--- src/design/fbrw_map.svh ---
// constants for the flash burst read and wait control block
// ****************************************************************
`ifndef FBRW_MAP_SVH
`define FBRW_MAP_SVH
`define FBRW_ADDR_W 24
`define FBRW_OFF_CFG 4'h0
`define FBRW_OFF_STAT 4'h4
`define FBRW_CFG_RESET 16'hBFCF
`define FBRW_CFG_WMASK 16'hBFCF
`define FBRW_READ_MODE 15
`define FBRW_LAT_HI 13
`define FBRW_LAT_LO 11
`define FBRW_WP 10
`define FBRW_HOLD2 9
`define FBRW_WAIT_EARLY 8
`define FBRW_CE 6
`define FBRW_WRAP_OFF 3
`define FBRW_BLEN_HI 2
`define FBRW_BLEN_LO 0
`define FBRW_BLEN_4 3'h1
`define FBRW_BLEN_8 3'h2
`define FBRW_BLEN_16 3'h3
`define FBRW_BLEN_CONT 3'h7
`define FBRW_LEN_4 5'h04
`define FBRW_LEN_8 5'h08
`define FBRW_LEN_16 5'h10
`define FBRW_MASK_4 4'h3
`define FBRW_MASK_8 4'h7
`define FBRW_MASK_16 4'hF
`define FBRW_ROW_W 4
`define FBRW_GRP_W 2
`define FBRW_GRP_FULL 3'h4
`endif

--- src/design/fbrw_pkg.sv ---
// types for the flash burst read and wait control block
package fbrw_pkg;
	typedef enum logic [2:0] {
		FBRW_IDLE,
		FBRW_LAT,
		FBRW_DATA,
		FBRW_RWAIT,
		FBRW_DONE
	} fbrw_state_t;

	typedef struct packed {
		logic clk_pin;
		logic ce_n;
		logic oe_n;
		logic we_n;
		logic address_valid_n;
	} fbrw_pins_t;

	typedef struct packed {
		logic [3:0] addr;
		logic [15:0] wdata;
		logic wr;
		logic rd;
	} fbrw_reg_req_t;
endpackage

--- src/design/fbrw_ctrl.sv ---
// synchronous burst read, data hold and wait pin control
`timescale 1ns/1ps
`include "fbrw_map.svh"
module fbrw_ctrl
	import fbrw_pkg::*;
(
	input wire logic clk,
	input wire logic resetn,
	input wire fbrw_pins_t pins,
	input wire logic [`FBRW_ADDR_W-1:0] addr_pin,
	input wire logic nonarray_sel,
	input wire logic [15:0] nonarray_data,
	input wire logic [15:0] array_rdata,
	output logic [`FBRW_ADDR_W-1:0] array_addr,
	output logic [15:0] dq_o,
	output logic dq_oe,
	output logic wait_o,
	output logic wait_oe,
	input wire fbrw_reg_req_t reg_req,
	output logic [15:0] reg_rdata
);
	typedef struct packed {
		fbrw_state_t st;
		logic [15:0] cfg;
		logic [`FBRW_ADDR_W-1:0] addr;
		logic [`FBRW_ADDR_W-1:0] start;
		logic [2:0] cnt;
		logic hold;
		logic [4:0] words;
		logic row_done;
		logic nonarray;
		logic wait_act;
		logic wait_lvl;
		logic wait_oe;
		logic [15:0] dq;
		logic dq_oe;
		logic [15:0] rdata;
	} fbrw_regs_t;

	fbrw_regs_t r;
	fbrw_regs_t r_nxt;

	logic valid_edge;
	logic [`FBRW_ADDR_W-1:0] step_addr;
	logic at_top;
	logic sync_mode;
	logic hold2;
	logic nowrap;
	logic [2:0] lat_code;
	logic [2:0] blen;
	logic fixed_len;
	logic [2:0] ws;
	logic [2:0] lead;
	logic bus_on;

	// ****************************************************************
	// helpers
	// ****************************************************************
	function automatic logic [4:0] burst_words(input logic [2:0] code);
		unique case (code)
			`FBRW_BLEN_4: burst_words = `FBRW_LEN_4;
			`FBRW_BLEN_8: burst_words = `FBRW_LEN_8;
			`FBRW_BLEN_16: burst_words = `FBRW_LEN_16;
			default: burst_words = '0;
		endcase
	endfunction

	// row-crossing wait states from latency and start offset in its group
	function automatic logic [2:0] row_waits(input logic [2:0] lat,
			input logic [`FBRW_GRP_W-1:0] off);
		logic [3:0] sum;
		sum = {1'b0, lat} + {2'b00, off};
		if (off == '0) begin
			row_waits = '0;
		end else if (sum > {1'b0, `FBRW_GRP_FULL}) begin
			row_waits = 3'(sum - {1'b0, `FBRW_GRP_FULL});
		end else begin
			row_waits = '0;
		end
	endfunction

	// ****************************************************************
	// sub blocks
	// ****************************************************************
	fbrw_edge u_edge (
		.clk(clk),
		.resetn(resetn),
		.clk_pin(pins.clk_pin),
		.rise_sel(r.cfg[`FBRW_CE]),
		.valid_edge(valid_edge)
	);

	fbrw_addr_step u_step (
		.cur(r.addr),
		.wrap_en(~nowrap & fixed_len),
		.len_code(blen),
		.nxt(step_addr),
		.at_top(at_top)
	);

	// ****************************************************************
	// next state
	// ****************************************************************
	always_comb begin
		sync_mode = ~r.cfg[`FBRW_READ_MODE];
		hold2 = r.cfg[`FBRW_HOLD2];
		nowrap = r.cfg[`FBRW_WRAP_OFF];
		lat_code = r.cfg[`FBRW_LAT_HI:`FBRW_LAT_LO];
		blen = r.cfg[`FBRW_BLEN_HI:`FBRW_BLEN_LO];
		fixed_len = (burst_words(blen) != '0);
		ws = row_waits(lat_code, r.start[`FBRW_GRP_W-1:0]);
		// edges before data at which wait already drops
		lead = r.cfg[`FBRW_WAIT_EARLY] ? (hold2 ? 3'h2 : 3'h1) : 3'h0;
		bus_on = ~pins.ce_n & ~pins.oe_n;
		r_nxt = r;

		if (reg_req.wr && reg_req.addr == `FBRW_OFF_CFG) begin
			r_nxt.cfg = reg_req.wdata & `FBRW_CFG_WMASK;
		end
		r_nxt.rdata = '0;
		if (reg_req.rd) begin
			unique case (reg_req.addr)
				`FBRW_OFF_CFG: r_nxt.rdata = r.cfg;
				`FBRW_OFF_STAT: r_nxt.rdata = {5'h00, r.st, r.row_done, r.wait_act,
					r.nonarray, r.words};
				default: r_nxt.rdata = '0;
			endcase
		end

		if (pins.ce_n || !sync_mode || !pins.we_n) begin
			r_nxt.st = FBRW_IDLE;
			r_nxt.wait_act = 1'b0;
			if (!sync_mode) begin
				r_nxt.addr = addr_pin;
				r_nxt.dq = nonarray_sel ? nonarray_data : array_rdata;
			end
		end else if (valid_edge) begin
			unique case (r.st)
				FBRW_IDLE, FBRW_DONE: begin
					if (!pins.address_valid_n) begin
						r_nxt.st = FBRW_LAT;
						r_nxt.start = addr_pin;
						r_nxt.addr = addr_pin;
						r_nxt.cnt = lat_code;
						r_nxt.words = '0;
						r_nxt.row_done = 1'b0;
						r_nxt.nonarray = nonarray_sel;
					end
				end
				FBRW_LAT, FBRW_RWAIT: begin
					if (r.cnt <= 3'h1) begin
						r_nxt.st = FBRW_DATA;
						r_nxt.dq = r.nonarray ? nonarray_data : array_rdata;
						r_nxt.hold = hold2;
						r_nxt.words = r.words + 5'h01;
						if (!r.nonarray) begin
							r_nxt.addr = step_addr;
						end
					end else begin
						r_nxt.cnt = r.cnt - 3'h1;
					end
				end
				FBRW_DATA: begin
					if (r.hold) begin
						r_nxt.hold = 1'b0;
					end else if (r.nonarray) begin
						// same word again, no row handling
						r_nxt.dq = nonarray_data;
						r_nxt.hold = hold2;
					end else if (fixed_len && r.words == burst_words(blen)) begin
						r_nxt.st = FBRW_DONE;
					end else if (!fixed_len && r.addr == r.start && r.words != '0 && at_top) begin
						r_nxt.st = FBRW_DONE;
					end else if (nowrap && !hold2 && !r.row_done && ws != '0
							&& r.addr[`FBRW_ROW_W-1:0] == '0) begin
						r_nxt.st = FBRW_RWAIT;
						r_nxt.row_done = 1'b1;
						r_nxt.cnt = ws;
					end else begin
						r_nxt.dq = array_rdata;
						r_nxt.hold = hold2;
						r_nxt.words = r.words + 5'h01;
						r_nxt.addr = step_addr;
						if (r.addr[`FBRW_ROW_W-1:0] == '0) begin
							r_nxt.row_done = 1'b1;
						end
						if (at_top && !fixed_len) begin
							r_nxt.start = r.addr;
						end
					end
				end
				default: r_nxt.st = FBRW_IDLE;
			endcase

			// wait shows data not yet valid, dropping lead edges early
			if (r_nxt.st == FBRW_LAT || r_nxt.st == FBRW_RWAIT) begin
				r_nxt.wait_act = (r_nxt.cnt > lead);
			end else begin
				r_nxt.wait_act = 1'b0;
			end
		end

		r_nxt.wait_oe = bus_on;
		r_nxt.wait_lvl = r.cfg[`FBRW_WP] ? r_nxt.wait_act : ~r_nxt.wait_act;
		r_nxt.dq_oe = bus_on & pins.we_n;
	end

	always_ff @(posedge clk) begin
		if (!resetn) begin
			r <= '0;
			r.st <= FBRW_IDLE;
			r.cfg <= `FBRW_CFG_RESET;
		end else begin
			r <= r_nxt;
		end
	end

	// ****************************************************************
	// outputs
	// ****************************************************************
	assign array_addr = r.addr;
	assign dq_o = r.dq;
	assign dq_oe = r.dq_oe;
	assign wait_o = r.wait_lvl;
	assign wait_oe = r.wait_oe;
	assign reg_rdata = r.rdata;
endmodule

--- src/design/fbrw_edge.sv ---
// valid clock edge detector on the flash clock pin
`timescale 1ns/1ps
`include "fbrw_map.svh"
module fbrw_edge
	import fbrw_pkg::*;
(
	input wire logic clk,
	input wire logic resetn,
	input wire logic clk_pin,
	input wire logic rise_sel,
	output logic valid_edge
);
	typedef struct packed {
		logic prev;
		logic edge_seen;
	} fbrw_edge_regs_t;

	fbrw_edge_regs_t r;
	fbrw_edge_regs_t r_nxt;

	always_comb begin
		r_nxt = r;
		r_nxt.prev = clk_pin;
		// rising or falling edge of the pin as selected
		r_nxt.edge_seen = rise_sel ? (clk_pin & ~r.prev) : (~clk_pin & r.prev);
	end

	always_ff @(posedge clk) begin
		if (!resetn) begin
			r <= '0;
		end else begin
			r <= r_nxt;
		end
	end

	assign valid_edge = r.edge_seen;
endmodule

--- src/design/fbrw_addr_step.sv ---
// next linear burst address with optional wrap and top stop
`timescale 1ns/1ps
`include "fbrw_map.svh"
module fbrw_addr_step
	import fbrw_pkg::*;
(
	input wire logic [`FBRW_ADDR_W-1:0] cur,
	input wire logic wrap_en,
	input wire logic [2:0] len_code,
	output logic [`FBRW_ADDR_W-1:0] nxt,
	output logic at_top
);
	logic [`FBRW_ADDR_W-1:0] inc;
	logic [`FBRW_ADDR_W-1:0] m;

	always_comb begin
		inc = cur + `FBRW_ADDR_W'(1);
		m = '0;
		unique case (len_code)
			`FBRW_BLEN_4: m[`FBRW_ROW_W-1:0] = `FBRW_MASK_4;
			`FBRW_BLEN_8: m[`FBRW_ROW_W-1:0] = `FBRW_MASK_8;
			`FBRW_BLEN_16: m[`FBRW_ROW_W-1:0] = `FBRW_MASK_16;
			default: m = '0;
		endcase
		at_top = &cur;
		if (wrap_en) begin
			nxt = (cur & ~m) | (inc & m);
		end else if (at_top) begin
			nxt = cur;
		end else begin
			nxt = inc;
		end
	end
endmodule

--- config.mk ---
export PLATFORM = sky130hd
export DESIGN_NAME = fbrw_ctrl
export DESIGN_NICKNAME = d
export VERILOG_FILES = /design/src/design/fbrw_pkg.sv /design/src/design/fbrw_ctrl.sv /design/src/design/fbrw_edge.sv /design/src/design/fbrw_addr_step.sv
export VERILOG_INCLUDE_DIRS = /design/src /design/src/design
export SDC_FILE = /design/constraint.sdc
export NUM_CORES = 1
export LEC_CHECK = 0
export BUFFER_PORTS_ARGS = -buffer_cell sky130_fd_sc_hd__buf_4
export CAP_MARGIN = 0
export CORE_ASPECT_RATIO = 0.5
export CORE_MARGIN = 2
export CORE_UTILIZATION = 40
export CTS_CLUSTER_DIAMETER = 120
export CTS_CLUSTER_SIZE = 20
export DETAILED_ROUTE_END_ITERATION = 8
export PLACE_DENSITY = 0.6
export SLEW_MARGIN = 20
export SYNTH_ARGS = -nofsm -noshare
export SYNTH_HDL_FRONTEND = slang
export SYNTH_HIERARCHICAL = 1
export SYNTH_SLANG_ARGS = --single-unit
--- constraint.sdc ---
create_clock -name clk -period 5.8 [get_ports clk]
set_input_delay 0.58 -clock clk [delete_from_list [all_inputs] [get_ports clk]]
set_output_delay 0.58 -clock clk [all_outputs]
set_load 0.02 [all_outputs]
### Word level (Yosys, flattened, before mapping)

Index checks and enable logic that the tools add are counted.
W data, S select, Z words.

* bits in registers: 113
* input port bits: 86
* output and inout port bits: 59
* word-level logic and storage cells: 191

* add/subtract/negate cells: 5
* order comparisons: 3
* equal/unequal tests: 33
* mux-type cells: 72
* bitwise operators: 18
* reduce and logical (&&, ||, !) cells: 43

Operators with widths (count)
* $mux W16: 11
* $mux W24: 7
* $mux W51: 3
* $mux W58: 2
* $pmux W24 S3: 1
* $pmux W16 S2: 2
* $mux W60: 1
* $mux W48: 1
* $pmux W24 S2: 1
* $mux W3: 15
* $pmux W5 S3: 2
* $ne A3 B3 Y1 const B: 9
* $mux W5: 5
* $add A24 B1 Y24 const B: 1
* $and A24 B24 Y24: 1
* $and A24 B4 Y24: 1
* $eq A24 B24 Y1: 1
* $mux W6: 4
* $not A4 Y24: 1
* $or A24 B24 Y24: 1
* $reduce_and A24 Y1: 1
* $reduce_and A10 Y1: 2
* $ne A2 B2 Y1 const B: 9
* $pmux W3 S3: 2
* 36 further kinds: 90

### Longest topological paths before layout

Gate-level depths: netlist (run 1).

* depth in word-level cells: 22
* mapped depth: 15

### Cells and area by module

The synthesis (run 1) kept the hierarchy.

By module, submodules not included
* fbrw_ctrl: times used 1, cells each 773, area an instance 6515.0 um2
* fbrw_addr_step: times used 1, cells each 86, area an instance 656.9 um2
* fbrw_edge: times used 1, cells each 6, area an instance 70.1 um2

### Worst setup path before layout (run 1)

No wires, ideal clock.

* kind: register to register
* from: register r[47] (netlist bit)
* to: register r, in the netlist wait_o
* arrival time: 3.074 ns
* data required time: 5.728 ns
* path slack: 2.654 ns
* cell stages (with the launch flop): 16
* cell sequence: dfxtp_1 ha_1 fa_1 nor3_1 o32ai_1 nand3_1 nor2_1 mux2_2 o221ai_1 ha_1 a21oi_1 a21oi_1 nand2_1 o21ai_0 a21oi_1 mux2i_1

* longest elaborated chain between the ends: 22
* elaborated cells on any way between the ends: 38

Ends and longest elaborated chain
* start, declared: RTL line fbrw_ctrl.sv:40 `fbrw_regs_t r;`
* start signal, assigned: RTL line fbrw_ctrl.sv:214 `r <= r_nxt;`
* parallel branches: the longest is 17 deep, another holds $add A3 B2 Y4
* $mux W1 (*): RTL line fbrw_ctrl.sv:196 `if (r_nxt.st == FBRW_LAT || r_nxt.st == FBRW_RWAIT) begin`
* $mux W60 (*): RTL line fbrw_ctrl.sv:137 `end else if (valid_edge) begin`
* $mux W1 (*): RTL line fbrw_ctrl.sv:130 `if (pins.ce_n || !sync_mode || !pins.we_n) begin`
* $not A1 Y1: RTL line fbrw_ctrl.sv:204 `` r_nxt.wait_lvl = r.cfg[`FBRW_WP] ? r_nxt.wait_act : ~r_nxt.wait_act; ``
* $mux W1 (*): RTL line fbrw_ctrl.sv:204

Every way passes the cells marked *. The select of a mux whose other input is x is not followed.
A chain may end at the register's enable or synchronous reset.

### Worst setup path after layout (run 1)

* from: register r, in the netlist array_addr[13]
* to: register r, in the netlist dq_o[10]

* elaborated cells on any way between the ends: 7

RTL lines
* $reduce_and A24 Y1: RTL line fbrw_addr_step.sv:25 `at_top = &cur;`
* named net at_top: RTL line fbrw_ctrl.sv:45 `logic at_top;`
* $logic_and A1 B1 Y1: RTL line fbrw_ctrl.sv:172 `end else if (!fixed_len && r.addr == r.start && r.words != '0 && at_top) begin`
* $ne A4 B4 Y1 (no source line)
* $reduce_and A8 Y1 (no source line)

The timed path passes the listed nets, and every way through them passes these cells.

==> impl_metrics.py, run 1 <==
metrics = {
    "run_status": {
        "status": "finished, violations left",
        "violations": "design-rule violations",
    },
    "yosys": {
        "synth-seq-area-share_pct": 30.96,
        "synth_nets": 961,
        "synth_edf_count": 0,
        "synth_area_leaders": "dfxtp_1 (31%), a21oi_1 (5.8%), buf_4 (5.8%), mux2i_1 (5.8%), nand2_1 (5.5%)",
        "synthFlopType": "dfxtp_1",
        "yosysUniqueCellTypes": 89,
        "synthCells": 865,
        "yosys_warnings": 6,
        "synth_area_per_cell_sq_um": 8.372,
        "yosysTopAreaCell": "dfxtp_1",
        "synth_area_sq_um": 7242,
        "synth-seq-cells": 112,
        "async_flop_share_pct": 0,
        "netlist.area_leader.share_pct": 30.96,
    },
    "clock_network": {
        "cts_resized": 0,
        "worstSkewPairLatency_ns": 0.36,
        "clock_path_buffers": 2,
        "cts_tree": "built",
        "root_buffer": "clkbuf_16",
        "path_clk_slew_ns": 0.08,
        "cts_buffers": 9,
        "clock-sinks": 112,
        "htree_levels": 3,
        "cts_hold_buf": 0,
        "post-cts-setup-buffers": 0,
    },
    "timing": {
        "finalHoldViolCount": 0,
        "rsz0062_at_grt": "false",
        "tightestPinTransition_ns": 1.138,
        "fin_crit_sh_pct": 71.38,
        "period_minus_slack_ns": 4.140,
        "max_freq_ghz": 0.2416,
        "tns_ns": 0,
        "relSlewSlack_pct": 24.15,
        "drv_slew": 0,
        "finalSetupViolCount": 0,
        "fin_skew_ns": 0.01340,
    },
    "layout": {
        "layout-drive-gt1-share_pct": 24.29,
        "final_cell_mix": "buf_4 (149), dfxtp_1 (112), nand2_1 (107)",
        "synthToLayoutAreaGrowth_pct": 13.93,
        "layout_commonest_cell": "buf_4",
        "n_antenna_cell": 0,
        "final_cells": 1152,
        "fin_nets": 1009,
        "fin_util_pct": 46.96,
        "fillCellCount": 1744,
    },
    "worst_setup_path": {
        "cpLargestDelayFamily": "simple AND/OR/NAND/NOR gates",
        "critPathBufInv": 1,
        "arrival_ns": 4.41,
        "max_stage_delay_ns": 0.65,
        "path_cells": "nand3_1, nor3_2, nand3b_4, inv_1, nand4_1, nor4_2, a21o_1, o2111ai_2, and2_0, a211oi_1",
        "worstSetupPathType": "reg2reg",
        "r2r_end": "dq_o[10]",
        "cp_max_fo": 17,
        "cp-end-kind": "flip-flop",
        "ff2ff_path_depth": 10,
        "r2r-start": "array_addr[13]",
        "start_kind": "flip-flop",
        "required_ns": 6.07,
        "cp_slowest_cell": "and2_0",
        "reg2reg_setup_slack_ns": 1.66,
    },
    "min_path": {
        "min_to": "wait_oe",
        "hold_path_startpoint": "pins[2]",
        "min_path_type": "in2reg",
        "hold-path-cell-count": 2,
    },
    "global_routing": {
        "grt_max_degree": 82,
        "track_usage_pct": 21.30,
        "overflow": 0,
        "grt_pass1_wl_microns": 32910,
        "first_global_vias": 6060,
        "antenna_found_initial": 0,
    },
    "floorplan": {
        "io-pin-count": 145,
        "rows": 34,
        "die_height_microns": 99.15,
        "fp.dieW_microns": 194.3,
        "start_util_pct": 41.22,
        "core-area_sq_um": 17570,
        "die_area_sq_um": 19260,
    },
    "placement": {
        "place_inst": 1136,
        "portBuffers": 140,
        "gp_congestion": 0.8532,
        "post-dp-hpwl_microns": 14450,
    },
    "route": {
        "ant_nets": 0,
        "drt_iter0_drc": 456,
        "drc_errors": 7,
        "wl_per_cell_microns": 17.77,
        "num_vias": 6399,
        "drt-total-wl_microns": 20470,
        "drt_pass1_iterations": 7,
        "viasPerCell": 5.555,
    },
    "power": {
        "powerDensity_nw_per_um2": 209.6,
        "p_leak_uw": 0.003109,
        "ir_drop_v": 0.0001341,
    },
    "flow_run": {
        "drv_cap": 0,
    },
}
[logic make-up (layout without fill, tap and decap cells)]
family	Yosys count	count (layout)	share of synthesized area, %
AND/OR/NAND/NOR	283	283	22.06
AO/OA/AOI/OAI	243	243	22.29
buffers and inverters	125	178	10.97
flip-flops	112	112	30.96
XOR/XNOR	46	46	5.563
multiplexers	45	45	6.272
adder cells (fa/ha/maj)	10	10	1.831
other	1	1	0.05178
[per-layer routing]
layer	track usage (%)	part of all wire (%)	wire [microns]	vias to the layer above
met1	31.35	51	10500	3027
met5	0	0	0	-
li1	-	-	-	3171
met3	4.340	5.8	1179	16
met2	32.10	42	8629	185
met4	4.497	0.81	165	0
[registers in the layout (all words and copies together), names as in the netlist]
name               flops
r                     44
array_addr            24
dq_o                  16
reg_rdata             15
blen                   3
lat_code               3
dq_oe                  1
hold2                  1
nowrap                 1
u_edge/r               1
u_edge/valid_edge      1
wait_o                 1
wait_oe                1
[Yosys cell counts, types with 21 or more instances]
cell type,count
dfxtp_1,112
nand2_1,107
a21oi_1,84
buf_4,56
xnor2_1,44
o21ai_0,43
mux2i_1,42
clkbuf_1,35
a22oi_1,33
nand3_1,30
nor2_1,28
a311oi_1,24
a211oi_1,22
nand4_1,21
[stage by stage]
step / setup WS (ns) / area (sq um) / total power [uW] / hold WS (ns)
5_1_grt: 1.374 / 8250 / 1805 / 0.3829
3_5_place_dp: 1.857 / 7945 / 1094 / 0.4705
6_report: 1.660 / 8250 / 1729 / 0.3807
2_1_floorplan: 2.654 / 7242 / 1006 / 0.4409
4_1_cts: 1.793 / 8250 / 1750 / 0.3633
3_3_place_gp: 1.917 / 7936 / 1090 / 0.4513
[worst max-delay path by stage]
stage | start | endpoint | slack [ns] | cells past startpoint
5_1_grt | array_addr[13] | dq_o[7] | 1.37 | 10
2_1_floorplan | r[47] | wait_o | 2.65 | 15
6_report | array_addr[13] | dq_o[10] | 1.66 | 10
3_3_place_gp | array_addr[0] | dq_o[10] | 1.92 | 11
3_5_place_dp | array_addr[0] | dq_o[4] | 1.86 | 11
4_1_cts | array_addr[0] | dq_o[10] | 1.79 | 11
[power by group]
part / switching, uW / internal [uW]
sequential: 38.5 / 793
clock: 314 / 340
combinational: 126 / 119
[area by class of cell]
cell class | instances | area, sq um | share of cell area [%]
Clock inverter | 7 | 80.08 | 0.9706
Tap cell | 234 | 292.8 | 3.549
Clock buffer | 9 | 225.2 | 2.730
Inverter | 13 | 48.80 | 0.5914
Timing Repair Buffer | 149 | 1119 | 13.56
Multi-Input combinational cell | 628 | 4243 | 51.43
Sequential cell | 112 | 2242 | 27.18
(Power assumes the default switching activity.)
==> run 2, diff against run 1 <==
--- a/config.mk
+++ b/config.mk
@@ -14,7 +14,7 @@
 export CTS_CLUSTER_DIAMETER = 120
 export CTS_CLUSTER_SIZE = 20
 export DETAILED_ROUTE_END_ITERATION = 8
-export PLACE_DENSITY = 0.6
+export PLACE_DENSITY = 0.62
 export SLEW_MARGIN = 20
 export SYNTH_ARGS = -nofsm -noshare
 export SYNTH_HDL_FRONTEND = slang
==> constraint.sdc (replaced) <==
create_clock -name clk -period 3.3 [get_ports clk]
set_input_delay 0.33 -clock clk [delete_from_list [all_inputs] [get_ports clk]]
set_output_delay 0.33 -clock clk [all_outputs]
set_load 0.02 [all_outputs]
==> run 2 against run 1 <==
Compared with the run above:
- the flow finishes with violations (design-rule violations, negative setup slack)
- design area is 5.2% higher
- clock skew increased by 0.00055 ns
- cell count up 3.8%
- fmax increased by 23%
- sequential power grew 72%
- non-clock buffer count increased by 44
- global-route usage up 1.2 points
- critical path depth grew 6
- setup slack worse by 1.7 ns
- sequential share of layout area decreased by 1.3 points
- largest cell class unchanged
==> impl_metrics.py, run 2 (same netlist as run 1, synthesis figures left out) <==
metrics = {
    "layout": {
        "fin_util_pct": 49.38,
        "top_register": "r",
        "largest_register_ffs": 44,
        "n_antenna_cell": 0,
        "layout_commonest_cell": "buf_4",
        "fin_nets": 1053,
        "synthToLayoutAreaGrowth_pct": 19.80,
        "layout-drive-gt1-share_pct": 28.79,
        "final_cell_area_sq_um": 8676,
        "final_cell_mix": "buf_4 (190), dfxtp_1 (110), nand2_1 (107)",
        "fillCellCount": 1735,
    },
    "floorplan": {
        "die_height_microns": 99.15,
        "rows": 34,
        "core-area_sq_um": 17570,
        "die_area_sq_um": 19260,
        "start_util_pct": 41.22,
        "fp.dieW_microns": 194.3,
        "io-pin-count": 145,
    },
    "clock_network": {
        "htree_levels": 3,
        "cts_buffers": 9,
        "worstSkewPairLatency_ns": 0.37,
        "cts_tree": "built",
        "clock_path_buffers": 2,
        "path_clk_slew_ns": 0.08,
        "root_buffer": "clkbuf_16",
        "clock-sinks": 112,
    },
    "timing": {
        "rsz0062_at_grt": "true",
        "finalHoldViolCount": 0,
        "holdWs_ns": 0.1179,
        "finalSetupViolCount": 2,
        "drv_slew": 0,
        "tightestPinTransition_ns": 0.9768,
        "relSlewSlack_pct": 34.71,
        "period_minus_slack_ns": 3.366,
        "fin_crit_sh_pct": 102.0,
        "fin_skew_ns": 0.01395,
        "layout_setup_ws_ns": -0.06556,
        "max_freq_ghz": 0.2971,
    },
    "min_path": {
        "min_path_type": "in2reg",
    },
    "worst_setup_path": {
        "required_ns": 3.60,
        "reg2reg_setup_slack_ns": -0.07,
        "cp-startpoint": "r[47]",
        "cp_max_fo": 3,
        "arrival_ns": 3.67,
        "ff2ff_path_depth": 16,
        "start_kind": "flip-flop",
        "worstSetupPathType": "reg2reg",
        "critPathCapture": "wait_o",
        "r2r-start": "r[47]",
        "cp-end-kind": "flip-flop",
        "r2r_end": "wait_o",
    },
    "placement": {
        "portBuffers": 140,
        "pre_cts_slack_ns": -0.1313,
        "post-dp-hpwl_microns": 15500,
        "post_dp_cell_area_sq_um": 8282,
        "gp_congestion": 0.9351,
    },
    "global_routing": {
        "first_global_vias": 6255,
        "grt_max_degree": 76,
        "track_usage_pct": 22.50,
        "overflow": 0,
        "antenna_found_initial": 0,
        "grt_pass1_wl_microns": 34430,
    },
    "run_status": {
        "status": "finished, violations left",
        "violations": "design-rule violations, negative setup slack",
    },
    "power": {
        "p_leak_uw": 0.003347,
        "powerDensity_nw_per_um2": 353.4,
        "ir_drop_v": 0.0002405,
    },
    "route": {
        "num_vias": 6708,
        "ant_nets": 0,
        "wl_per_cell_microns": 18.30,
        "drt-total-wl_microns": 21880,
        "drt_iter0_drc": 448,
        "drt_pass1_iterations": 9,
        "drc_errors": 7,
        "viasPerCell": 5.609,
    },
    "flow_run": {
        "drv_cap": 0,
    },
}
==> run 2: cell types whose count changed in the layout (fill, tap and decap cells not counted), sizes merged <==
cell    delta
clkbuf     +1
buf       +44
clkinv     -1
==> run 2: how the worst min path moves through the flow <==
stage / from / end / slack (ns) / cells after the start
2_1_floorplan: pins[2] / wait_oe / 0.41 / 1
3_3_place_gp: r[102] / r[102] / 0.45 / 2
3_5_place_dp: r[102] / r[102] / 0.46 / 2
4_1_cts: pins[2] / wait_oe / 0.11 / 2
5_1_grt: pins[2] / wait_oe / 0.12 / 2
6_report: pins[2] / wait_oe / 0.12 / 2
==> run 2: critical path, stage by stage (launching register included) <==
cell and delay [ns]:
dfxtp_2 0.35, ha_4 0.16, fa_1 0.59, buf_4 0.13
o22ai_1 0.12, o32ai_2 0.17, nand3_1 0.18, nor2_2 0.17
mux2_4 0.33, o221ai_4 0.24, ha_4 0.24, a21oi_2 0.12
a21oi_1 0.04, nand2_1 0.07, o21ai_2 0.06, a21oi_2 0.14
mux2i_1 0.18
==> run 2: power by group <==
group	total [uW]	leakage [uW]	internal, uW	switching (uW)
Clock	1140	0.000139	593	544
Sequential	1430	0.000915	1390	38.6
Combinational	497	0.00229	237	261
==> run 2: what timing repair did <==
item,CTS,global route
setup endpoints to repair,2,18
pin swaps,0,9
gates resized for setup,4,12
setup buffers,0,3
hold buffers,0,0
==> run 2: cell type report <==
type / instances / area [sq um] / area share, %
Clock inverter: 6 / 67.56 / 0.7788
Timing Repair Buffer: 193 / 1486 / 17.13
Tap cell: 234 / 292.8 / 3.375
Multi-Input combinational cell: 628 / 4307 / 49.64
Clock buffer: 10 / 229.0 / 2.639
Sequential cell: 112 / 2245 / 25.87
Inverter: 13 / 48.80 / 0.5624
==> run 2: per-stage QoR <==
step,total power (uW),instances,TNS [ns]
after floorplan,1769,865,0
after global placement,1944,1177,-0.02317
after detailed placement,1952,1177,-0.1948
after CTS,3082,1193,0
after global routing,3186,1196,-1.362
final,3066,1196,-0.07032
==> run 2: per-layer routing <==
| layer | GRT usage (%) | vias up | part of all wire, % |
|---|---|---|---|
| met2 | 33.37 | 236 | 43 |
| met5 | 0 | - | 0 |
| met1 | 32.77 | 3195 | 49 |
| li1 | - | 3258 | - |
| met4 | 5.266 | 0 | 1.1 |
| met3 | 5.561 | 19 | 7.4 |
==> run 3, diff against run 2 <==
--- a/config.mk
+++ b/config.mk
@@ -15,6 +15,7 @@
 export CTS_CLUSTER_SIZE = 20
 export DETAILED_ROUTE_END_ITERATION = 8
 export PLACE_DENSITY = 0.62
+export SKIP_LAST_GASP = 1
 export SLEW_MARGIN = 20
 export SYNTH_ARGS = -nofsm -noshare
 export SYNTH_HDL_FRONTEND = slang
==> run 3 against run 2 <==
Compared with the run above:
- the flow still finishes with violations (design-rule violations, negative setup slack)
- sequential power about the same
- cell count unchanged
- critical path depth unchanged
- design area unchanged
- flip-flop and latch count unchanged
- clock skew about the same
- die area unchanged
- register-to-register slack about the same
- fmax about the same
- combinational power about the same
- critical path type unchanged
- largest power group unchanged
- highest routed layer unchanged
==> impl_metrics.py, run 3 (same netlist as run 1, synthesis figures left out) <==
metrics = {
    "power": {
        "p_sw_share_pct": 27.52,
        "ir_drop_v": 0.0002419,
        "p_comb_share_pct": 16.2,
        "powerDensity_nw_per_um2": 353.5,
        "seqPwrFrac_pct": 46.7,
        "internal_power_uw": 2223,
        "p_leak_uw": 0.003348,
        "pwr-share-clk_pct": 37.1,
        "netSwitchingPower_uw": 844.0,
        "finalPower_uw": 3067,
    },
    "route": {
        "wl_per_cell_microns": 18.30,
        "ant_nets": 0,
        "viasPerCell": 5.660,
        "drc_errors": 4,
        "drt-total-wl_microns": 21890,
        "num_vias": 6769,
        "drt_iter0_drc": 434,
        "drt_pass1_iterations": 9,
    },
    "timing": {
        "drv_slew": 0,
        "fin_skew_ns": 0.01353,
        "finalHoldViolCount": 0,
        "rsz0062_at_grt": "true",
        "relSlewSlack_pct": 35.69,
        "finalSetupViolCount": 26,
        "max_freq_ghz": 0.2971,
        "period_minus_slack_ns": 3.366,
        "layout_setup_ws_ns": -0.06631,
        "tightestPinTransition_ns": 0.9622,
        "fin_crit_sh_pct": 102.0,
    },
    "global_routing": {
        "grt_max_degree": 76,
        "overflow": 0,
        "first_global_vias": 6238,
        "track_usage_pct": 22.51,
        "antenna_found_initial": 0,
        "grt_pass1_wl_microns": 34440,
    },
    "run_status": {
        "status": "finished, violations left",
        "violations": "design-rule violations, negative setup slack",
    },
    "clock_network": {
        "cts_tree": "built",
        "clock_path_buffers": 2,
        "clock-sinks": 112,
        "path_clk_slew_ns": 0.08,
        "htree_levels": 3,
        "cts_buffers": 9,
        "worstSkewPairLatency_ns": 0.37,
        "root_buffer": "clkbuf_16",
    },
    "worst_setup_path": {
        "cpLargestDelayFamily": "adder cells",
        "path_cells": "ha_4, fa_1, buf_4, o22ai_1, o32ai_2, nand3_1, nor2_2, mux2_4, o221ai_4, ha_4, a21oi_2, a21oi_1, nand2_1, o21ai_2, a21oi_2, mux2i_1",
        "critPathBufInv": 1,
        "arrival_ns": 3.67,
        "cp-end-kind": "flip-flop",
        "cp_max_fo": 3,
        "start_kind": "flip-flop",
        "required_ns": 3.60,
        "max_stage_delay_ns": 0.59,
        "worstSetupPathType": "reg2reg",
        "cp_slowest_cell": "fa_1",
    },
    "layout": {
        "layout-drive-gt1-share_pct": 28.79,
        "top_register": "r",
        "largest_register_ffs": 44,
        "synthToLayoutAreaGrowth_pct": 19.80,
        "fin_nets": 1053,
        "final_cell_mix": "buf_4 (190), dfxtp_1 (110), nand2_1 (107)",
        "n_antenna_cell": 0,
        "layout_commonest_cell": "buf_4",
    },
    "floorplan": {
        "fp.dieW_microns": 194.3,
        "start_util_pct": 41.22,
        "die_height_microns": 99.15,
        "io-pin-count": 145,
        "die_area_sq_um": 19260,
        "core-area_sq_um": 17570,
        "rows": 34,
    },
    "placement": {
        "gp_congestion": 0.9351,
        "post-dp-hpwl_microns": 15500,
        "pre_cts_slack_ns": -0.1313,
        "portBuffers": 140,
    },
    "flow_run": {
        "drv_cap": 0,
    },
    "min_path": {
        "min_path_type": "in2reg",
    },
}
run 3: cell type report:
cell class	count	area, sq um
Clock buffer	10	229.0
Fill cell	1733	8894
Sequential cell	112	2245
Tap cell	234	292.8
Timing Repair Buffer	193	1486
Multi-Input combinational cell	628	4307
Clock inverter	6	67.56
Inverter	13	48.80
run 3: worst paths after layout:
path / from / cells after the start / end / slack, ns
hold / removal: pins[2] / 2 / wait_oe / 0.12
hold reg to reg: r[102] / 2 / r[102] / 0.48
setup reg to reg: r[47] / 16 / wait_o / -0.07
setup / recovery: r[47] / 16 / wait_o / -0.07
run 3: through the flow:
stage               hold WS (ns)  cells  instance area (sq um)  utilization [%]  TNS [ns]
floorplan                 0.4086    865                   7242                -         0
global placement          0.4527   1177                   8282            47.14  -0.02317
detailed placement        0.4642   1177                   8282            47.14   -0.1948
CTS                       0.1088   1193                   8592            48.90  -0.01284
global route              0.1194   1196                   8676            49.38    -3.102
finish                    0.1198   1196                   8676            49.38   -0.5721
run 3: timing repair:
action	in CTS	in global routing
gates resized for setup	2	14
pin swaps	0	7
buffers inserted	0	3
setup endpoints to repair	2	18
hold buffers	0	0
run 3: routing by layer:
| metal | vias up | GRT usage (%) | wire length, microns |
|---|---|---|---|
| li1 | 3270 | - | - |
| met1 | 3214 | 32.91 | 10420 |
| met2 | 259 | 33.40 | 9344 |
| met3 | 26 | 5.324 | 1831 |
| met4 | 0 | 5.266 | 288 |
| met5 | - | 0 | 0 |
run 3: power groups by stage:
stage	Combinational (uW)	Clock, uW	Sequential [uW]
6_report	497	1140	1430
5_1_grt	535	1210	1440
4_1_cts	492	1160	1430
3_5_place_dp	490	0	1460
3_3_place_gp	483	0	1460
2_1_floorplan	298	0	1470
